File: config.mk
export PLATFORM = sky130hd
export DESIGN_NAME = tcis_host
export DESIGN_NICKNAME = d
export VERILOG_FILES = /design/src/rtl/tcis_pkg.sv /design/src/rtl/tcis_sync.sv /design/src/rtl/tcis_host.sv
export SDC_FILE = /design/constraint.sdc
export NUM_CORES = 1
export LEC_CHECK = 0
export ABC_CLOCK_PERIOD_IN_PS = 4700
export BUFFER_PORTS_ARGS = -buffer_cell sky130_fd_sc_hd__buf_2
export CAP_MARGIN = 0
export CELL_PAD_IN_SITES_DETAIL_PLACEMENT = 0
export CELL_PAD_IN_SITES_GLOBAL_PLACEMENT = 1
export CORE_MARGIN = 1
export CORE_UTILIZATION = 47
export DETAILED_ROUTE_END_ITERATION = 7
export PLACE_DENSITY_LB_ADDON = 0.1
export SLEW_MARGIN = 5
export SYNTH_ARGS = -nofsm -noshare
export SYNTH_HDL_FRONTEND = slang
export SYNTH_HIERARCHICAL = 1
export SYNTH_SLANG_ARGS = --single-unit
File: constraint.sdc
create_clock -name clk_in -period 4.7 [get_ports clk_in]
set_input_delay 1.41 -clock clk_in [delete_from_list [all_inputs] [get_ports clk_in]]
set_output_delay 1.41 -clock clk_in [all_outputs]
set_load 0.05 [all_outputs]
File: src/rtl/tcis_pkg.sv
// tcis_pkg: constants, types and device register map for the touch panel host
// assumes a 50 MHz system clock; all pins of the touch controller are open drain or plain
package tcis_pkg;

    // device slave addresses, write and read forms
    localparam logic [7:0] TCIS_ADDR_W_PRI = 8'hba;
    localparam logic [7:0] TCIS_ADDR_R_PRI = 8'hbb;
    localparam logic [7:0] TCIS_ADDR_W_ALT = 8'h28;
    localparam logic [7:0] TCIS_ADDR_R_ALT = 8'h29;

    // device register map
    localparam logic [15:0] TCIS_REG_TOUCH_REPORT_STATUS   = 16'h814e;
    localparam logic [15:0] TCIS_REG_FIRST_POINT_TAG       = 16'h814f;
    localparam logic [15:0] TCIS_REG_FIRST_POINT_X_LOW     = 16'h8150;
    localparam logic [15:0] TCIS_REG_FIRST_POINT_X_HIGH    = 16'h8151;
    localparam logic [15:0] TCIS_REG_FIRST_POINT_Y_LOW     = 16'h8152;
    localparam logic [15:0] TCIS_REG_FIRST_POINT_Y_HIGH    = 16'h8153;
    localparam logic [15:0] TCIS_REG_FIRST_POINT_SIZE_LOW  = 16'h8154;
    localparam logic [15:0] TCIS_REG_FIRST_POINT_SIZE_HIGH = 16'h8155;
    localparam logic [15:0] TCIS_REG_RESERVED_AFTER_POINT  = 16'h8156;

    // status byte fields
    localparam int TCIS_STAT_READY_BIT = 7;
    localparam int TCIS_STAT_LARGE_BIT = 6;
    localparam int TCIS_STAT_COUNT_MSB = 3;
    localparam int TCIS_STAT_COUNT_LSB = 0;

    // bus timing; one bit is four quarters, scl low two, scl high two
    localparam int TCIS_CLK_PERIOD_NS   = 20;
    localparam int TCIS_SCL_LOW_MIN_NS  = 1300;
    localparam int TCIS_QUARTER_NS      = TCIS_SCL_LOW_MIN_NS / 2;
    localparam int TCIS_QUARTER_CYC     = (TCIS_QUARTER_NS + TCIS_CLK_PERIOD_NS - 1) / TCIS_CLK_PERIOD_NS;

    // power-on address select timing
    localparam int TCIS_POR_RST_NS      = 10000;
    localparam int TCIS_POR_RST_CYC     = (TCIS_POR_RST_NS + TCIS_CLK_PERIOD_NS - 1) / TCIS_CLK_PERIOD_NS;
    localparam int TCIS_POR_HOLD_NS     = 5000000;
    localparam int TCIS_POR_HOLD_CYC    = (TCIS_POR_HOLD_NS + TCIS_CLK_PERIOD_NS - 1) / TCIS_CLK_PERIOD_NS;

    localparam int TCIS_BIT_ACK         = 8;
    localparam int TCIS_SYNC_RESET      = 1;

    typedef enum logic [2:0] {
        TCIS_POR_RST  = 3'b000,
        TCIS_POR_HOLD = 3'b001,
        TCIS_IDLE     = 3'b011,
        TCIS_START    = 3'b010,
        TCIS_BYTE     = 3'b110,
        TCIS_STOP     = 3'b111
    } tcis_state_t;

    typedef enum logic [2:0] {
        TCIS_STG_ADDR_W = 3'b000,
        TCIS_STG_REG_HI = 3'b001,
        TCIS_STG_REG_LO = 3'b011,
        TCIS_STG_WDATA  = 3'b010,
        TCIS_STG_ADDR_R = 3'b110,
        TCIS_STG_RDATA  = 3'b111
    } tcis_stage_t;

    typedef struct packed {
        logic        rd;
        logic [15:0] reg_addr;
        logic [7:0]  len;
    } tcis_cmd_t;

endpackage : tcis_pkg

File: src/rtl/tcis_sync.sv
// tcis_sync: two-flop synchroniser, one chain per bit
// assumes inputs are asynchronous to clk_in; resets to the idle-high level
`timescale 1ns/1ps
module tcis_sync
    import tcis_pkg::*;
#(
    parameter int W = 3
)(
    // clock and reset
    input  wire logic         clk_in,
    input  wire logic         sys_rst_in,
    // data
    input  wire logic [W-1:0] async_in,
    output logic      [W-1:0] sync_out
);

    genvar i;
    generate
        for (i = 0; i < W; i++)
        begin : g_bit
            logic meta_ff;
            logic sync_ff;
            always_ff @(posedge clk_in)
            begin
                if (sys_rst_in)
                begin
                    meta_ff <= 1'(TCIS_SYNC_RESET);
                    sync_ff <= 1'(TCIS_SYNC_RESET);
                end
                else
                begin
                    meta_ff <= async_in[i];
                    sync_ff <= meta_ff;
                end
            end
            assign sync_out[i] = sync_ff;
        end
    endgenerate

endmodule // tcis_sync

File: src/rtl/tcis_host.sv
// tcis_host: bus master that configures and accesses the touch panel controller
// assumes open-drain scl/sda with pull-ups resolved outside; int pin two-way
`timescale 1ns/1ps
module tcis_host
    import tcis_pkg::*;
#(
    parameter int QUARTER_CYC  = TCIS_QUARTER_CYC,
    parameter int POR_RST_CYC  = TCIS_POR_RST_CYC,
    parameter int POR_HOLD_CYC = TCIS_POR_HOLD_CYC
)(
    // clock and reset
    input  wire logic       clk_in,
    input  wire logic       sys_rst_in,
    // power-on address choice
    input  wire logic       addr_sel_in,
    // user command port
    input  wire tcis_cmd_t  cmd_in,
    input  wire logic       cmd_valid_in,
    output logic            cmd_ready_out,
    input  wire logic [7:0] wr_data_in,
    output logic            wr_next_out,
    output logic [7:0]      rd_data_out,
    output logic            rd_valid_out,
    output logic            done_out,
    output logic            nack_err_out,
    output logic            attn_out,
    output logic            addr_alt_out,
    // touch controller pins
    output logic            scl_out,
    output logic            scl_oe_out,
    input  wire logic       scl_in,
    output logic            sda_out,
    output logic            sda_oe_out,
    input  wire logic       sda_in,
    output logic            int_out,
    output logic            int_oe_out,
    input  wire logic       int_in,
    output logic            tp_rst_n_out
);

    tcis_state_t state_ff;
    tcis_stage_t stage_ff;
    tcis_cmd_t   cmd_ff;
    logic [5:0]  q_cnt_ff;
    logic [1:0]  phase_ff;
    logic [3:0]  bit_ff;
    logic [7:0]  shift_ff;
    logic [7:0]  remain_ff;
    logic [19:0] por_cnt_ff;
    logic        alt_ff;
    logic [2:0]  pin_sync;
    logic        scl_s;
    logic        sda_s;
    logic        int_s;
    logic        stretch;
    logic        q_end;
    logic        bit_end;
    logic        is_rx;
    logic        nxt_scl_drv;
    logic        nxt_sda_drv;

    tcis_sync #(
        .W (3)
    ) u_sync (
        .clk_in     (clk_in),
        .sys_rst_in (sys_rst_in),
        .async_in   ({int_in, sda_in, scl_in}),
        .sync_out   (pin_sync)
    );

    assign scl_s   = pin_sync[0];
    assign sda_s   = pin_sync[1];
    assign int_s   = pin_sync[2];
    assign is_rx   = (stage_ff == TCIS_STG_RDATA);
    // wait for scl to really rise before timing its high period
    assign stretch = (phase_ff == 2'd2) && !scl_s && !scl_oe_out;
    assign q_end   = (q_cnt_ff == 6'(QUARTER_CYC - 1)) && !stretch;
    assign bit_end = q_end && (phase_ff == 2'd3);

    // quarter-bit timing, keeps rate under the bus limit
    always_ff @(posedge clk_in)
    begin
        if (sys_rst_in || state_ff == TCIS_IDLE || state_ff == TCIS_POR_RST || state_ff == TCIS_POR_HOLD)
        begin
            q_cnt_ff <= 6'h00;
            phase_ff <= 2'h0;
        end
        else if (q_end)
        begin
            q_cnt_ff <= 6'h00;
            phase_ff <= phase_ff + 2'h1;
        end
        else if (!stretch)
        begin
            q_cnt_ff <= q_cnt_ff + 6'h01;
        end
    end

    // power-on address select sequence
    always_ff @(posedge clk_in)
    begin
        if (sys_rst_in)
        begin
            alt_ff       <= 1'b0;
            por_cnt_ff   <= 20'h00000;
            tp_rst_n_out <= 1'b0;
            int_oe_out   <= 1'b0;
            int_out      <= 1'b0;
        end
        else if (state_ff == TCIS_POR_RST)
        begin
            if (por_cnt_ff == 20'h00000)
            begin
                alt_ff <= addr_sel_in;
            end
            int_oe_out   <= 1'b1;
            int_out      <= (por_cnt_ff == 20'h00000) ? addr_sel_in : alt_ff;
            tp_rst_n_out <= 1'b0;
            por_cnt_ff   <= (por_cnt_ff == 20'(POR_RST_CYC - 1)) ? 20'h00000 : por_cnt_ff + 20'h00001;
        end
        else if (state_ff == TCIS_POR_HOLD)
        begin
            tp_rst_n_out <= 1'b1;
            por_cnt_ff   <= por_cnt_ff + 20'h00001;
            if (por_cnt_ff == 20'(POR_HOLD_CYC - 1))
            begin
                int_oe_out <= 1'b0;
            end
        end
    end

    // main sequencer
    always_ff @(posedge clk_in)
    begin
        if (sys_rst_in)
        begin
            state_ff <= TCIS_POR_RST;
            stage_ff <= TCIS_STG_ADDR_W;
            cmd_ff   <= '0;
            bit_ff   <= 4'h0;
            shift_ff <= 8'h00;
            remain_ff <= 8'h00;
        end
        else
        begin
            case (state_ff)
                TCIS_POR_RST:
                begin
                    if (por_cnt_ff == 20'(POR_RST_CYC - 1))
                    begin
                        state_ff <= TCIS_POR_HOLD;
                    end
                end
                TCIS_POR_HOLD:
                begin
                    if (por_cnt_ff == 20'(POR_HOLD_CYC - 1))
                    begin
                        state_ff <= TCIS_IDLE;
                    end
                end
                TCIS_IDLE:
                begin
                    if (cmd_valid_in && cmd_in.len != 8'h00)
                    begin
                        cmd_ff    <= cmd_in;
                        remain_ff <= cmd_in.len;
                        stage_ff  <= TCIS_STG_ADDR_W;
                        shift_ff  <= alt_ff ? TCIS_ADDR_W_ALT : TCIS_ADDR_W_PRI;
                        bit_ff    <= 4'h0;
                        state_ff  <= TCIS_START;
                    end
                end
                TCIS_START:
                begin
                    if (bit_end)
                    begin
                        bit_ff   <= 4'h0;
                        state_ff <= TCIS_BYTE;
                    end
                end
                TCIS_BYTE:
                begin
                    if (bit_end && bit_ff != 4'(TCIS_BIT_ACK))
                    begin
                        shift_ff <= {shift_ff[6:0], sda_s};
                        bit_ff   <= bit_ff + 4'h1;
                    end
                    else if (bit_end)
                    begin
                        bit_ff <= 4'h0;
                        if (!is_rx && sda_s)
                        begin
                            state_ff <= TCIS_STOP;
                        end
                        else
                        begin
                            case (stage_ff)
                                TCIS_STG_ADDR_W:
                                begin
                                    stage_ff <= TCIS_STG_REG_HI;
                                    shift_ff <= cmd_ff.reg_addr[15:8];
                                end
                                TCIS_STG_REG_HI:
                                begin
                                    stage_ff <= TCIS_STG_REG_LO;
                                    shift_ff <= cmd_ff.reg_addr[7:0];
                                end
                                TCIS_STG_REG_LO:
                                begin
                                    if (cmd_ff.rd)
                                    begin
                                        stage_ff <= TCIS_STG_ADDR_R;
                                        shift_ff <= alt_ff ? TCIS_ADDR_R_ALT : TCIS_ADDR_R_PRI;
                                        state_ff <= TCIS_START;
                                    end
                                    else
                                    begin
                                        stage_ff <= TCIS_STG_WDATA;
                                        shift_ff <= wr_data_in;
                                    end
                                end
                                TCIS_STG_ADDR_R:
                                begin
                                    stage_ff <= TCIS_STG_RDATA;
                                    shift_ff <= 8'h00;
                                end
                                default:
                                begin
                                    remain_ff <= remain_ff - 8'h01;
                                    shift_ff  <= wr_data_in;
                                    if (remain_ff == 8'h01)
                                    begin
                                        state_ff <= TCIS_STOP;
                                    end
                                end
                            endcase
                        end
                    end
                end
                TCIS_STOP:
                begin
                    if (bit_end)
                    begin
                        state_ff <= TCIS_IDLE;
                    end
                end
                default:
                begin
                    state_ff <= TCIS_IDLE;
                end
            endcase
        end
    end

    // pin drive per state and quarter
    always_comb
    begin
        nxt_scl_drv = 1'b0;
        nxt_sda_drv = 1'b0;
        case (state_ff)
            TCIS_START:
            begin
                nxt_scl_drv = (phase_ff < 2'd2);
                nxt_sda_drv = (phase_ff == 2'd0) ? sda_oe_out : (phase_ff == 2'd3);
            end
            TCIS_BYTE:
            begin
                nxt_scl_drv = (phase_ff < 2'd2);
                if (phase_ff == 2'd0)
                begin
                    nxt_sda_drv = sda_oe_out;
                end
                else if (bit_ff != 4'(TCIS_BIT_ACK))
                begin
                    nxt_sda_drv = !is_rx && !shift_ff[7];
                end
                else
                begin
                    nxt_sda_drv = is_rx && (remain_ff != 8'h01);
                end
            end
            TCIS_STOP:
            begin
                nxt_scl_drv = (phase_ff < 2'd2);
                nxt_sda_drv = (phase_ff == 2'd0) ? sda_oe_out : (phase_ff != 2'd3);
            end
            default:
            begin
                nxt_scl_drv = 1'b0;
                nxt_sda_drv = 1'b0;
            end
        endcase
    end

    // registered pin outputs
    always_ff @(posedge clk_in)
    begin
        if (sys_rst_in)
        begin
            scl_oe_out <= 1'b0;
            sda_oe_out <= 1'b0;
            scl_out    <= 1'b0;
            sda_out    <= 1'b0;
        end
        else
        begin
            scl_oe_out <= nxt_scl_drv;
            sda_oe_out <= nxt_sda_drv;
            scl_out    <= 1'b0;
            sda_out    <= 1'b0;
        end
    end

    // user-side status and strobes
    always_ff @(posedge clk_in)
    begin
        if (sys_rst_in)
        begin
            cmd_ready_out <= 1'b0;
            wr_next_out   <= 1'b0;
            rd_data_out   <= 8'h00;
            rd_valid_out  <= 1'b0;
            done_out      <= 1'b0;
            nack_err_out  <= 1'b0;
            attn_out      <= 1'b0;
            addr_alt_out  <= 1'b0;
        end
        else
        begin
            cmd_ready_out <= (state_ff == TCIS_IDLE) && !(cmd_valid_in && cmd_in.len != 8'h00);
            wr_next_out   <= bit_end && bit_ff == 4'(TCIS_BIT_ACK) && !sda_s && !cmd_ff.rd &&
                             (stage_ff == TCIS_STG_REG_LO || stage_ff == TCIS_STG_WDATA);
            rd_valid_out  <= bit_end && bit_ff == 4'(TCIS_BIT_ACK) && is_rx;
            if (bit_end && bit_ff == 4'(TCIS_BIT_ACK) && is_rx)
            begin
                rd_data_out <= shift_ff;
            end
            done_out <= (state_ff == TCIS_STOP) && bit_end;
            if (state_ff == TCIS_IDLE && cmd_valid_in && cmd_in.len != 8'h00)
            begin
                nack_err_out <= 1'b0;
            end
            else if (state_ff == TCIS_BYTE && bit_end && bit_ff == 4'(TCIS_BIT_ACK) && !is_rx && sda_s)
            begin
                nack_err_out <= 1'b1;
            end
            attn_out     <= !int_s && !int_oe_out && (state_ff != TCIS_POR_RST) && (state_ff != TCIS_POR_HOLD);
            addr_alt_out <= alt_ff;
        end
    end

endmodule // tcis_host

==> results of run 1 <==
[metal layers]
layer  share of wire  global-route usage
met5               0                   0
met4           0.012              0.0703
met3           0.040              0.0447
met2            0.46               0.348
met1            0.49               0.306
[synthesized netlist by cell type (5+ instances only)]
master,n
mux2i_1,31
nor3b_1,6
buf_2,7
nor2b_1,6
nand2b_1,6
nand4_1,7
buf_4,6
and3_1,8
nand3_1,18
a31oi_1,7
o211ai_1,9
dfxtp_1,97
nand2_1,33
a211oi_1,5
or3_1,6
o21ai_0,13
clkbuf_1,14
ha_1,11
or2_1,7
mux2_2,6
inv_1,15
xor2_1,11
or4_1,6
a21oi_1,27
a22oi_1,5
nor3_1,24
o31ai_1,5
nor2_1,90
nor4_1,9
xnor2_1,11
[registers in the layout, indices dropped and copies added (netlist names), 2 cells and up]
register,count
cmd_ff,17
u_sync/g_bit.meta_ff,3
q_cnt_ff,6
phase_ff,2
u_sync/g_bit.sync_ff,3
remain_ff,8
por_cnt_ff,20
rd_data_out,8
stage_ff,3
state_ff,3
shift_ff,8
bit_ff,4
[worst max-delay path by stage]
stage | start | to | cells past startpoint | slack (ns)
after detailed placement | cmd_in[6] | stage_ff[2] | 7 | 1.32
after global placement | cmd_in[6] | stage_ff[2] | 7 | 1.39
after global routing | cmd_in[6] | shift_ff[7] | 7 | 1.61
after floorplan | cmd_in[2] | cmd_ff[14] | 7 | 1.60
final | cmd_in[6] | stage_ff[2] | 7 | 1.71
after CTS | cmd_in[6] | stage_ff[2] | 7 | 1.73
[power by group through the flow]
stage | registers, W | clock network [W] | logic [W]
2_1_floorplan | 0.000962 | 0 | 0.000239
3_3_place_gp | 0.000952 | 0 | 0.000339
3_5_place_dp | 0.000951 | 0 | 0.000343
4_1_cts | 0.000933 | 0.000580 | 0.000345
5_1_grt | 0.000944 | 0.000609 | 0.000381
6_report | 0.000934 | 0.000557 | 0.000343
[layout make-up]
cell class	instances	area, um2
Clock buffer	9	124
Clock inverter	7	76.3
Fill cell	968	4480
Inverter	16	60.1
Multi-Input combinational cell	413	2620
Sequential cell	97	1940
Tap cell	133	166
Timing Repair Buffer	61	310
[cells in the final DEF (no fill, tap or decap), types with 7 or more instances in the layout]
master,n
dfxtp_1,97
nor2_1,90
buf_2,59
nand2_1,33
mux2i_1,31
a21oi_1,27
nor3_1,24
nand3_1,18
inv_1,15
o21ai_0,13
xor2_1,11
xnor2_1,11
ha_1,11
o211ai_1,9
nor4_1,9
clkbuf_8,9
and3_1,8
a31oi_1,7
nand4_1,7
or2_1,7
[cells by family (layout without fill, tap and decap cells)]
| logic type | count (synthesis) | in the layout | share of synthesized area |
|---|---|---|---|
| buf+inv | 46 | 93 | 0.0428 |
| flops | 97 | 97 | 0.408 |
| fa+ha+maj | 11 | 11 | 0.0289 |
| mux | 37 | 37 | 0.0794 |
| xor+xnor | 22 | 22 | 0.0405 |
| simple gates | 242 | 242 | 0.256 |
| compound gates | 99 | 99 | 0.144 |
| other cells | 1 | 2 | 0.000788 |
[metrics by stage]
step	hold WS, ns	cell area, um2
detailed placement	0.388	5100
floorplan	0.383	4760
global route	0.428	5300
CTS	0.406	5300
finish	0.408	5300
global placement	0.388	5100
==> out/qor.csv, run 1 <==
stage,metric,value,unit
setup_path,Crit Reg-Reg Startpoint,phase_ff[0],
setup_path,cell-by-cell trace of the critical path,buf_2 -> or4_1 -> o21ai_1 -> and3_1 -> a2111oi_1 -> a41o_1 -> and3_1,
layout,fin util,0.542,
worst_hold_path,Hold EP,attn_out,
grt,largest net degree at the start of global routing,67,
setup_path,CP dominant cell by count,and3_1,
placed_design,dpl cells,720,
detailed_routing,DRC,0,
detailed_routing,final WL,10.9,mm
timing,setup TNS,0,ns
worst_hold_path,Hold Path Stages,1,
setup_path,reg2reg setup slack,1.89,ns
setup_path,critical path type,primary input to flip-flop,
placed_design,Final GP Congestion,0.820,
power_and_ir_drop,switching fraction of total power,0.324,
timing,fin. max-slew vios,0,
timing,clock skew,0.0126,ns
placed_design,Port Buffers,59,
clock_tree,postcts setup bufs,0,
timing,setup ws final,1.71,ns
setup_path,Worst R2R End,remain_ff[1],
detailed_routing,Routed WL per cell,14.8,um
timing,Final min period,2.99,ns
timing,max_slew headroom,0.455,
yosys,post-synth cell types,65,
clock_tree,Max Root-Sink Buffers,2,
floorplan,Die X-Extent,103,um
layout,proportion of layout cells with a drive suffix above 1,0.154,
timing,RSZ-0062 raised after global routing,no,
layout,non-filler instance count after layout,736,
power_and_ir_drop,overall power consumption,0.00183,W
detailed_routing,initial drt markers,222,
setup_path,Buffers & Inverters on Critical Path,1,
yosys,top cell type's share of synthesized area,0.408,
worst_hold_path,min-delay src,u_sync/g_bit[2].sync_ff,
timing,fin crit share,0.637,
clock_tree,root buf cell,clkbuf_8,
clock_tree,# hold bufs at CTS,0,
grt,vias in the first global route,3698,
floorplan,# IOs,62,
yosys,Syn Inst Count,555,
yosys,synth warn,6,
layout,Diodes inserted,0,
grt,grt ovf,0,
grt,first-pass GRT wire length,18.1,mm
clock_tree,CTS Buf Count,9,
power_and_ir_drop,Psw,0.000595,W
yosys,dominant cells by area after synthesis,"dfxtp_1 41%, nor2_1 7.1%, mux2i_1 6.5%",
placed_design,DP HPWL,7.73,mm
yosys,leading area contributor after synthesis,dfxtp_1,
yosys,sequential-to-total area share from yosys stat,0.408,
timing,Final setup viols,0,
yosys,Post-synth EDFFs,0,
power_and_ir_drop,internal power,0.00124,W
clock_tree,CTS tree,yes,
power_and_ir_drop,Combinational Power Share,0.187,
detailed_routing,DR pass1 iterations,5,
floorplan,Starting Density,0.487,
grt,GRT Overall Usage,0.222,
clock_tree,clk sinks,97,
setup_path,R2R depth,8,
worst_hold_path,Hold Crit Class,flip-flop to flip-flop,
setup_path,data arrival time of the critical path,3.27,ns
layout,Nets,649,
setup_path,CP max stage delay,0.53,ns
yosys,Post-synth ARST share,0,
detailed_routing,Detail Route Antenna Nets,0,
clock_tree,Worst-Skew Late Latency,0.37,ns
power_and_ir_drop,Pwr Density,346,mW/mm2
floorplan,Die Y,103,um
yosys,Syn Area/Cell,8.58,um2
detailed_routing,routed via count,4054,
setup_path,Worst Path Required,4.97,ns
power_and_ir_drop,Flop pwr share,0.509,
floorplan,Cell Rows,36,
setup_path,CP Launch Type,primary input,
setup_path,CP max FO,5,
layout,area grow syn2layout,11.3,%
yosys,#FFs+latches synth,97,
grt,initial antenna violation count,0,
placed_design,pre-CTS WS,1.32,ns
clock_tree,Worst-path clk slew,0.10,ns
setup_path,Crit path max-delay family,simple AND/OR/NAND/NOR gates,
setup_path,CP Capture Type,flip-flop,
power_and_ir_drop,Clk network pwr share,0.304,
setup_path,slowest CP cell,or4_1,
clock_tree,htree depth,3,
run_status,status,completed,
yosys,"Top FF cell, synth",dfxtp_1,
floorplan,die area,0.0105,mm2
power_and_ir_drop,Leak,2.12,nW
floorplan,Core Area,0.00977,mm2
timing,slew of the pin with the lowest slew margin,0.815,ns
timing,Final Hold Vio Count,0,
yosys,Mapped Area,0.00476,mm2
clock_tree,Post-CTS Resized,0,
power_and_ir_drop,maximum vdd drop,0.000261,V
detailed_routing,via/cell ratio,5.51,
timing,achievable frequency,0.334,GHz
flow_run,Max-Cap Viols,0,
(Power assumes the default switching activity.)
==> run 2, diff against run 1 <==
--- a/config.mk
+++ b/config.mk
@@ -5,13 +5,13 @@
 export SDC_FILE = /design/constraint.sdc
 export NUM_CORES = 1
 export LEC_CHECK = 0
-export ABC_CLOCK_PERIOD_IN_PS = 4700
+export ABC_CLOCK_PERIOD_IN_PS = 2700
 export BUFFER_PORTS_ARGS = -buffer_cell sky130_fd_sc_hd__buf_2
 export CAP_MARGIN = 0
 export CELL_PAD_IN_SITES_DETAIL_PLACEMENT = 0
 export CELL_PAD_IN_SITES_GLOBAL_PLACEMENT = 1
 export CORE_MARGIN = 1
-export CORE_UTILIZATION = 47
+export CORE_UTILIZATION = 39
 export DETAILED_ROUTE_END_ITERATION = 7
 export PLACE_DENSITY_LB_ADDON = 0.1
 export SLEW_MARGIN = 5
==> constraint.sdc (replaced) <==
create_clock -name clk_in -period 2.7 [get_ports clk_in]
set_input_delay 0.81 -clock clk_in [delete_from_list [all_inputs] [get_ports clk_in]]
set_output_delay 0.81 -clock clk_in [all_outputs]
set_load 0.05 [all_outputs]
==> run 2 against run 1 <==
Critical path depth down 1; sequential share of layout area down 1.9 points; design area up 5.6%.
==> out/qor.csv, run 2 (synthesis results as in run 1) <==
stage,metric,value,unit
timing,Final min period,2.46,ns
floorplan,Cell Rows,39,
layout,Nets,670,
timing,setup TNS,0,ns
placed_design,Placed Area,0.00528,mm2
power_and_ir_drop,Pwr Density,645,mW/mm2
timing,slew of the pin with the lowest slew margin,0.662,ns
timing,Final setup viols,0,
layout,Diodes inserted,0,
detailed_routing,DRC,0,
detailed_routing,DR pass1 iterations,4,
grt,first-pass GRT wire length,19.8,mm
layout,area grow syn2layout,17.5,%
detailed_routing,final WL,11.7,mm
layout,Multi-input gate area,0.00262,mm2
layout,proportion of layout cells with a drive suffix above 1,0.183,
run_status,status,completed,
grt,initial antenna violation count,0,
placed_design,dpl cells,751,
detailed_routing,routed via count,4133,
power_and_ir_drop,Leak,2.28,nW
clock_tree,root buf cell,clkbuf_16,
clock_tree,CTS Buf Count,9,
detailed_routing,initial drt markers,287,
layout,Register Area,0.00194,mm2
clock_tree,htree depth,3,
detailed_routing,Routed WL per cell,15.3,um
layout,top flop regs,"por_cnt_ff x20, cmd_ff x17",
layout,FILL cells,1187,
layout,post-route cell area,0.00559,mm2
clock_tree,# hold bufs at CTS,0,
placed_design,Port Buffers,59,
clock_tree,Worst-Skew Late Latency,0.35,ns
setup_path,CP Launch Type,flip-flop,
timing,Final Hold Vio Count,0,
grt,largest net degree at the start of global routing,44,
timing,fin. max-slew vios,0,
timing,clock skew,0.00517,ns
flow_run,Max-Cap Viols,0,
detailed_routing,Detail Route Antenna Nets,0,
clock_tree,postcts setup bufs,0,
layout,non-filler instance count after layout,767,
layout,"most common cell after layout, fill and taps aside",dfxtp_1,
setup_path,CP max FO,10,
floorplan,die area,0.0126,mm2
power_and_ir_drop,maximum vdd drop,0.000350,V
clock_tree,CTS tree,yes,
clock_tree,Worst-path clk slew,0.07,ns
placed_design,DP HPWL,8.66,mm
setup_path,CP Capture Type,flip-flop,
setup_path,Worst Path Required,3.00,ns
detailed_routing,via/cell ratio,5.39,
placed_design,Final GP Congestion,0.822,
timing,hold slack,0.407,ns
floorplan,Die X-Extent,112,um
setup_path,data arrival time of the critical path,2.76,ns
timing,max_slew headroom,0.558,
timing,fin crit share,0.912,
floorplan,# IOs,62,
grt,vias in the first global route,3916,
grt,grt ovf,0,
floorplan,Starting Density,0.408,
timing,RSZ-0062 raised after global routing,no,
layout,Largest Register,por_cnt_ff,
clock_tree,Max Root-Sink Buffers,2,
grt,GRT Overall Usage,0.198,
floorplan,Core Area,0.0117,mm2
clock_tree,clk sinks,97,
layout,max reg flops,20,
setup_path,critical path type,flip-flop to flip-flop,
floorplan,Die Y,112,um
layout,most frequent cells in the layout,"97 x dfxtp_1, 90 x nor2_1, 59 x buf_2, 33 x nand2_1, 31 x mux2i_1",
timing,achievable frequency,0.406,GHz
worst_hold_path,Hold Crit Class,flip-flop to flip-flop,
clock_tree,Post-CTS Resized,0,
## run 2: layout make-up
type,instances,area share
well taps,143,0.0320
multi-input cells,413,0.468
clock buffers,10,0.0427
clock inverters,6,0.0132
repair buffers,82,0.0859
inverters,16,0.0107
flip-flops and latches,97,0.347
## run 2: where the power goes
part / leakage, nW / switching (W) / total [W] / internal (W)
sequential: 0.785 / 0.0000970 / 0.00161 / 0.00151
combinational: 1.34 / 0.000426 / 0.000659 / 0.000233
clock: 0.154 / 0.000582 / 0.00134 / 0.000755
total: 2.28 / 0.00110 / 0.00360 / 0.00250
## run 2: path summary, 6_finish.rpt
kind / startpoint / to / slack [ns] / depth (start not counted)
worst max-delay path: stage_ff[2] / stage_ff[2] / 0.24 / 6
worst min register to register: u_sync/g_bit[1].meta_ff / u_sync/g_bit[1].sync_ff / 0.41 / 1
worst max register to register: stage_ff[2] / stage_ff[2] / 0.24 / 6
worst min-delay path: u_sync/g_bit[1].meta_ff / u_sync/g_bit[1].sync_ff / 0.41 / 1
## run 2: critical path, stage by stage, from the launching register on
cell and delay (ns):
dfxtp_1 0.51, nand3_1 0.28, a21boi_0 0.27, o21ai_0 0.23
a2111oi_1 0.71, a41o_1 0.25, and3_1 0.15
## run 2: per-layer routing
layer | GRT usage | part of all wire
met2 | 0.303 | 0.44
met4 | 0.0747 | 0.015
met5 | 0 | 0
met1 | 0.283 | 0.51
met3 | 0.0275 | 0.029
## run 2: through the flow
| stage | total power (W) | util | setup WS [ns] |
|---|---|---|---|
| 2_1_floorplan | 0.00209 | - | 0.201 |
| 3_3_place_gp | 0.00229 | 0.453 | 0.109 |
| 3_5_place_dp | 0.00230 | 0.453 | 0.0803 |
| 4_1_cts | 0.00365 | 0.479 | 0.257 |
| 5_1_grt | 0.00380 | 0.479 | 0.0606 |
| 6_report | 0.00360 | 0.479 | 0.236 |
==> run 3, diff against run 2 <==
--- a/config.mk
+++ b/config.mk
@@ -6,16 +6,17 @@
 export NUM_CORES = 1
 export LEC_CHECK = 0
 export ABC_CLOCK_PERIOD_IN_PS = 2700
-export BUFFER_PORTS_ARGS = -buffer_cell sky130_fd_sc_hd__buf_2
 export CAP_MARGIN = 0
 export CELL_PAD_IN_SITES_DETAIL_PLACEMENT = 0
 export CELL_PAD_IN_SITES_GLOBAL_PLACEMENT = 1
 export CORE_MARGIN = 1
-export CORE_UTILIZATION = 39
+export CORE_UTILIZATION = 43
 export DETAILED_ROUTE_END_ITERATION = 7
+export DONT_BUFFER_PORTS = 1
 export PLACE_DENSITY_LB_ADDON = 0.1
 export SLEW_MARGIN = 5
 export SYNTH_ARGS = -nofsm -noshare
 export SYNTH_HDL_FRONTEND = slang
 export SYNTH_HIERARCHICAL = 1
 export SYNTH_SLANG_ARGS = --single-unit
+export TNS_END_PERCENT = 30
==> run 3 against run 2 <==
Sequential share of layout area rose by 2.9 points; maximum frequency rose by 3.1%; register-to-register slack improved by 0.07 ns; design area fell by 7.8%; clock power fell by 29%; first-iteration DRC count fell by 40%; final cell count fell by 8.6%; clock skew rose by 0.0024 ns; worst setup slack improved by 0.075 ns; hold slack got worse by 0.0020 ns; core utilization fell by 0.17 points; critical endpoint is now remain_ff[6].
==> out/qor.csv, run 3 (synthesis results as in run 1) <==
stage,metric,value,unit
timing,Final Hold Vio Count,0,
timing,setup TNS,0,ns
flow_run,Max-Cap Viols,0,
setup_path,Worst Path Required,3.00,ns
timing,hold slack,0.405,ns
layout,Largest Register,por_cnt_ff,
layout,max reg flops,20,
timing,fin. max-slew vios,0,
power_and_ir_drop,Pwr Density,614,mW/mm2
worst_hold_path,Hold Crit Class,flip-flop to flip-flop,
floorplan,Cell Rows,38,
timing,achievable frequency,0.419,GHz
clock_tree,CTS Buf Count,9,
setup_path,CP max FO,8,
clock_tree,Worst-path clk slew,0.09,ns
detailed_routing,Detail Route Antenna Nets,0,
timing,RSZ-0062 raised after global routing,no,
layout,area grow syn2layout,8.33,%
grt,vias in the first global route,3800,
run_status,status,completed,
setup_path,data arrival time of the critical path,2.69,ns
detailed_routing,final WL,11.4,mm
grt,first-pass GRT wire length,19.3,mm
timing,slew of the pin with the lowest slew margin,0.617,ns
setup_path,Crit path max-delay family,simple AND/OR/NAND/NOR gates,
floorplan,# IOs,62,
setup_path,cell-by-cell trace of the critical path,inv_1 -> ha_1 -> or3b_1 -> nand4_2 -> or3_1 -> a221o_1 -> buf_4 -> a21o_1 -> a21oi_1,
detailed_routing,DRC,0,
placed_design,Port Buffers,0,
power_and_ir_drop,Leak,1.95,nW
clock_tree,Max Root-Sink Buffers,2,
placed_design,Final GP Congestion,0.846,
timing,fin crit share,0.885,
clock_tree,root buf cell,clkbuf_8,
timing,Final min period,2.39,ns
floorplan,Core Area,0.0108,mm2
clock_tree,clk sinks,97,
clock_tree,CTS tree,yes,
timing,Final setup viols,0,
clock_tree,Worst-Skew Late Latency,0.37,ns
layout,non-filler instance count after layout,701,
setup_path,CP Launch Type,flip-flop,
setup_path,Buffers & Inverters on Critical Path,2,
grt,grt ovf,0,
detailed_routing,initial drt markers,172,
floorplan,Die Y,107,um
clock_tree,htree depth,3,
grt,initial antenna violation count,0,
detailed_routing,Routed WL per cell,16.2,um
layout,proportion of layout cells with a drive suffix above 1,0.0891,
clock_tree,# hold bufs at CTS,0,
layout,FILL cells,1079,
timing,setup ws final,0.311,ns
layout,most frequent cells in the layout,"97 x dfxtp_1, 89 x nor2_1, 33 x nand2_1, 31 x mux2i_1, 27 x a21oi_1",
timing,max_slew headroom,0.588,
floorplan,Starting Density,0.441,
layout,Nets,608,
layout,fin util,0.478,
grt,GRT Overall Usage,0.215,
placed_design,DP HPWL,8.19,mm
detailed_routing,via/cell ratio,5.55,
setup_path,CP Capture Type,flip-flop,
placed_design,dpl cells,686,
layout,top flop regs,"por_cnt_ff x20, cmd_ff x17",
floorplan,die area,0.0115,mm2
layout,"most common cell after layout, fill and taps aside",dfxtp_1,
detailed_routing,routed via count,3892,
setup_path,slowest CP cell,or3_1,
grt,largest net degree at the start of global routing,68,
placed_design,pre-CTS WS,0.0773,ns
floorplan,Die X-Extent,107,um
layout,Diodes inserted,0,
power_and_ir_drop,maximum vdd drop,0.000492,V
timing,clock skew,0.00756,ns
setup_path,CP max stage delay,0.43,ns
setup_path,critical path type,flip-flop to flip-flop,
detailed_routing,DR pass1 iterations,6,
-- run 3: cell count changes in the layout (fill, tap and decap cells not counted) --
| cell | delta |
|---|---|
| nor2_1 | -1 |
| clkbuf_16 | -9 |
| buf_2 | -59 |
| clkinv_4 | -3 |
| clkinvlp_4 | +1 |
| clkbuf_8 | +10 |
| buf_4 | -3 |
| clkbuf_1 | +2 |
| nor2_2 | +1 |
| inv_6 | -2 |
-- run 3: metal layers --
metal / share of wire / track usage / up-vias
li1: - / - / 1980
met1: 0.51 / 0.299 / 1832
met5: 0 / 0 / -
met4: 0.018 / 0.0871 / 0
met3: 0.036 / 0.0401 / 13
met2: 0.44 / 0.327 / 67
-- run 3: area by class of cell --
type                    instances  area, um2  area share
clock buffers                  13        159      0.0308
clock inverters                 2       37.5     0.00728
inverters                      16       60.1      0.0116
multi-input cells             413       2620       0.508
flip-flops and latches         97       1940       0.377
well taps                     140        175      0.0340
repair buffers                 20        163      0.0315
-- run 3: report_power, final --
part,internal (W),leakage (nW),switching [W]
Sequential,0.00151,0.785,0.000135
Clock,0.000475,0.0957,0.000483
Combinational,0.000207,1.07,0.000357
-- run 3: path summary, 6_finish.rpt --
kind,end,from,slack (ns),cells past startpoint
worst max-delay path,remain_ff[6],phase_ff[0],0.31,9
worst min-delay path,attn_out,u_sync/g_bit[2].sync_ff,0.40,1
worst max register to register,remain_ff[6],phase_ff[0],0.31,9
worst min register to register,attn_out,u_sync/g_bit[2].sync_ff,0.40,1
-- run 3: timing repair --
| action | 4_1_cts | 5_1_grt |
|---|---|---|
| endpoints found under the hold margin | 0 | 0 |
| buffers inserted | 0 | 0 |
| endpoints found under the setup margin | 0 | 1 |
| gates resized for setup | 0 | 1 |
-- run 3: metrics by stage --
stage	power, W	cell area (um2)
after floorplan	0.00209	4760
after global placement	0.00223	4960
after detailed placement	0.00224	4960
after CTS	0.00320	5150
after global routing	0.00334	5160
final	0.00317	5160
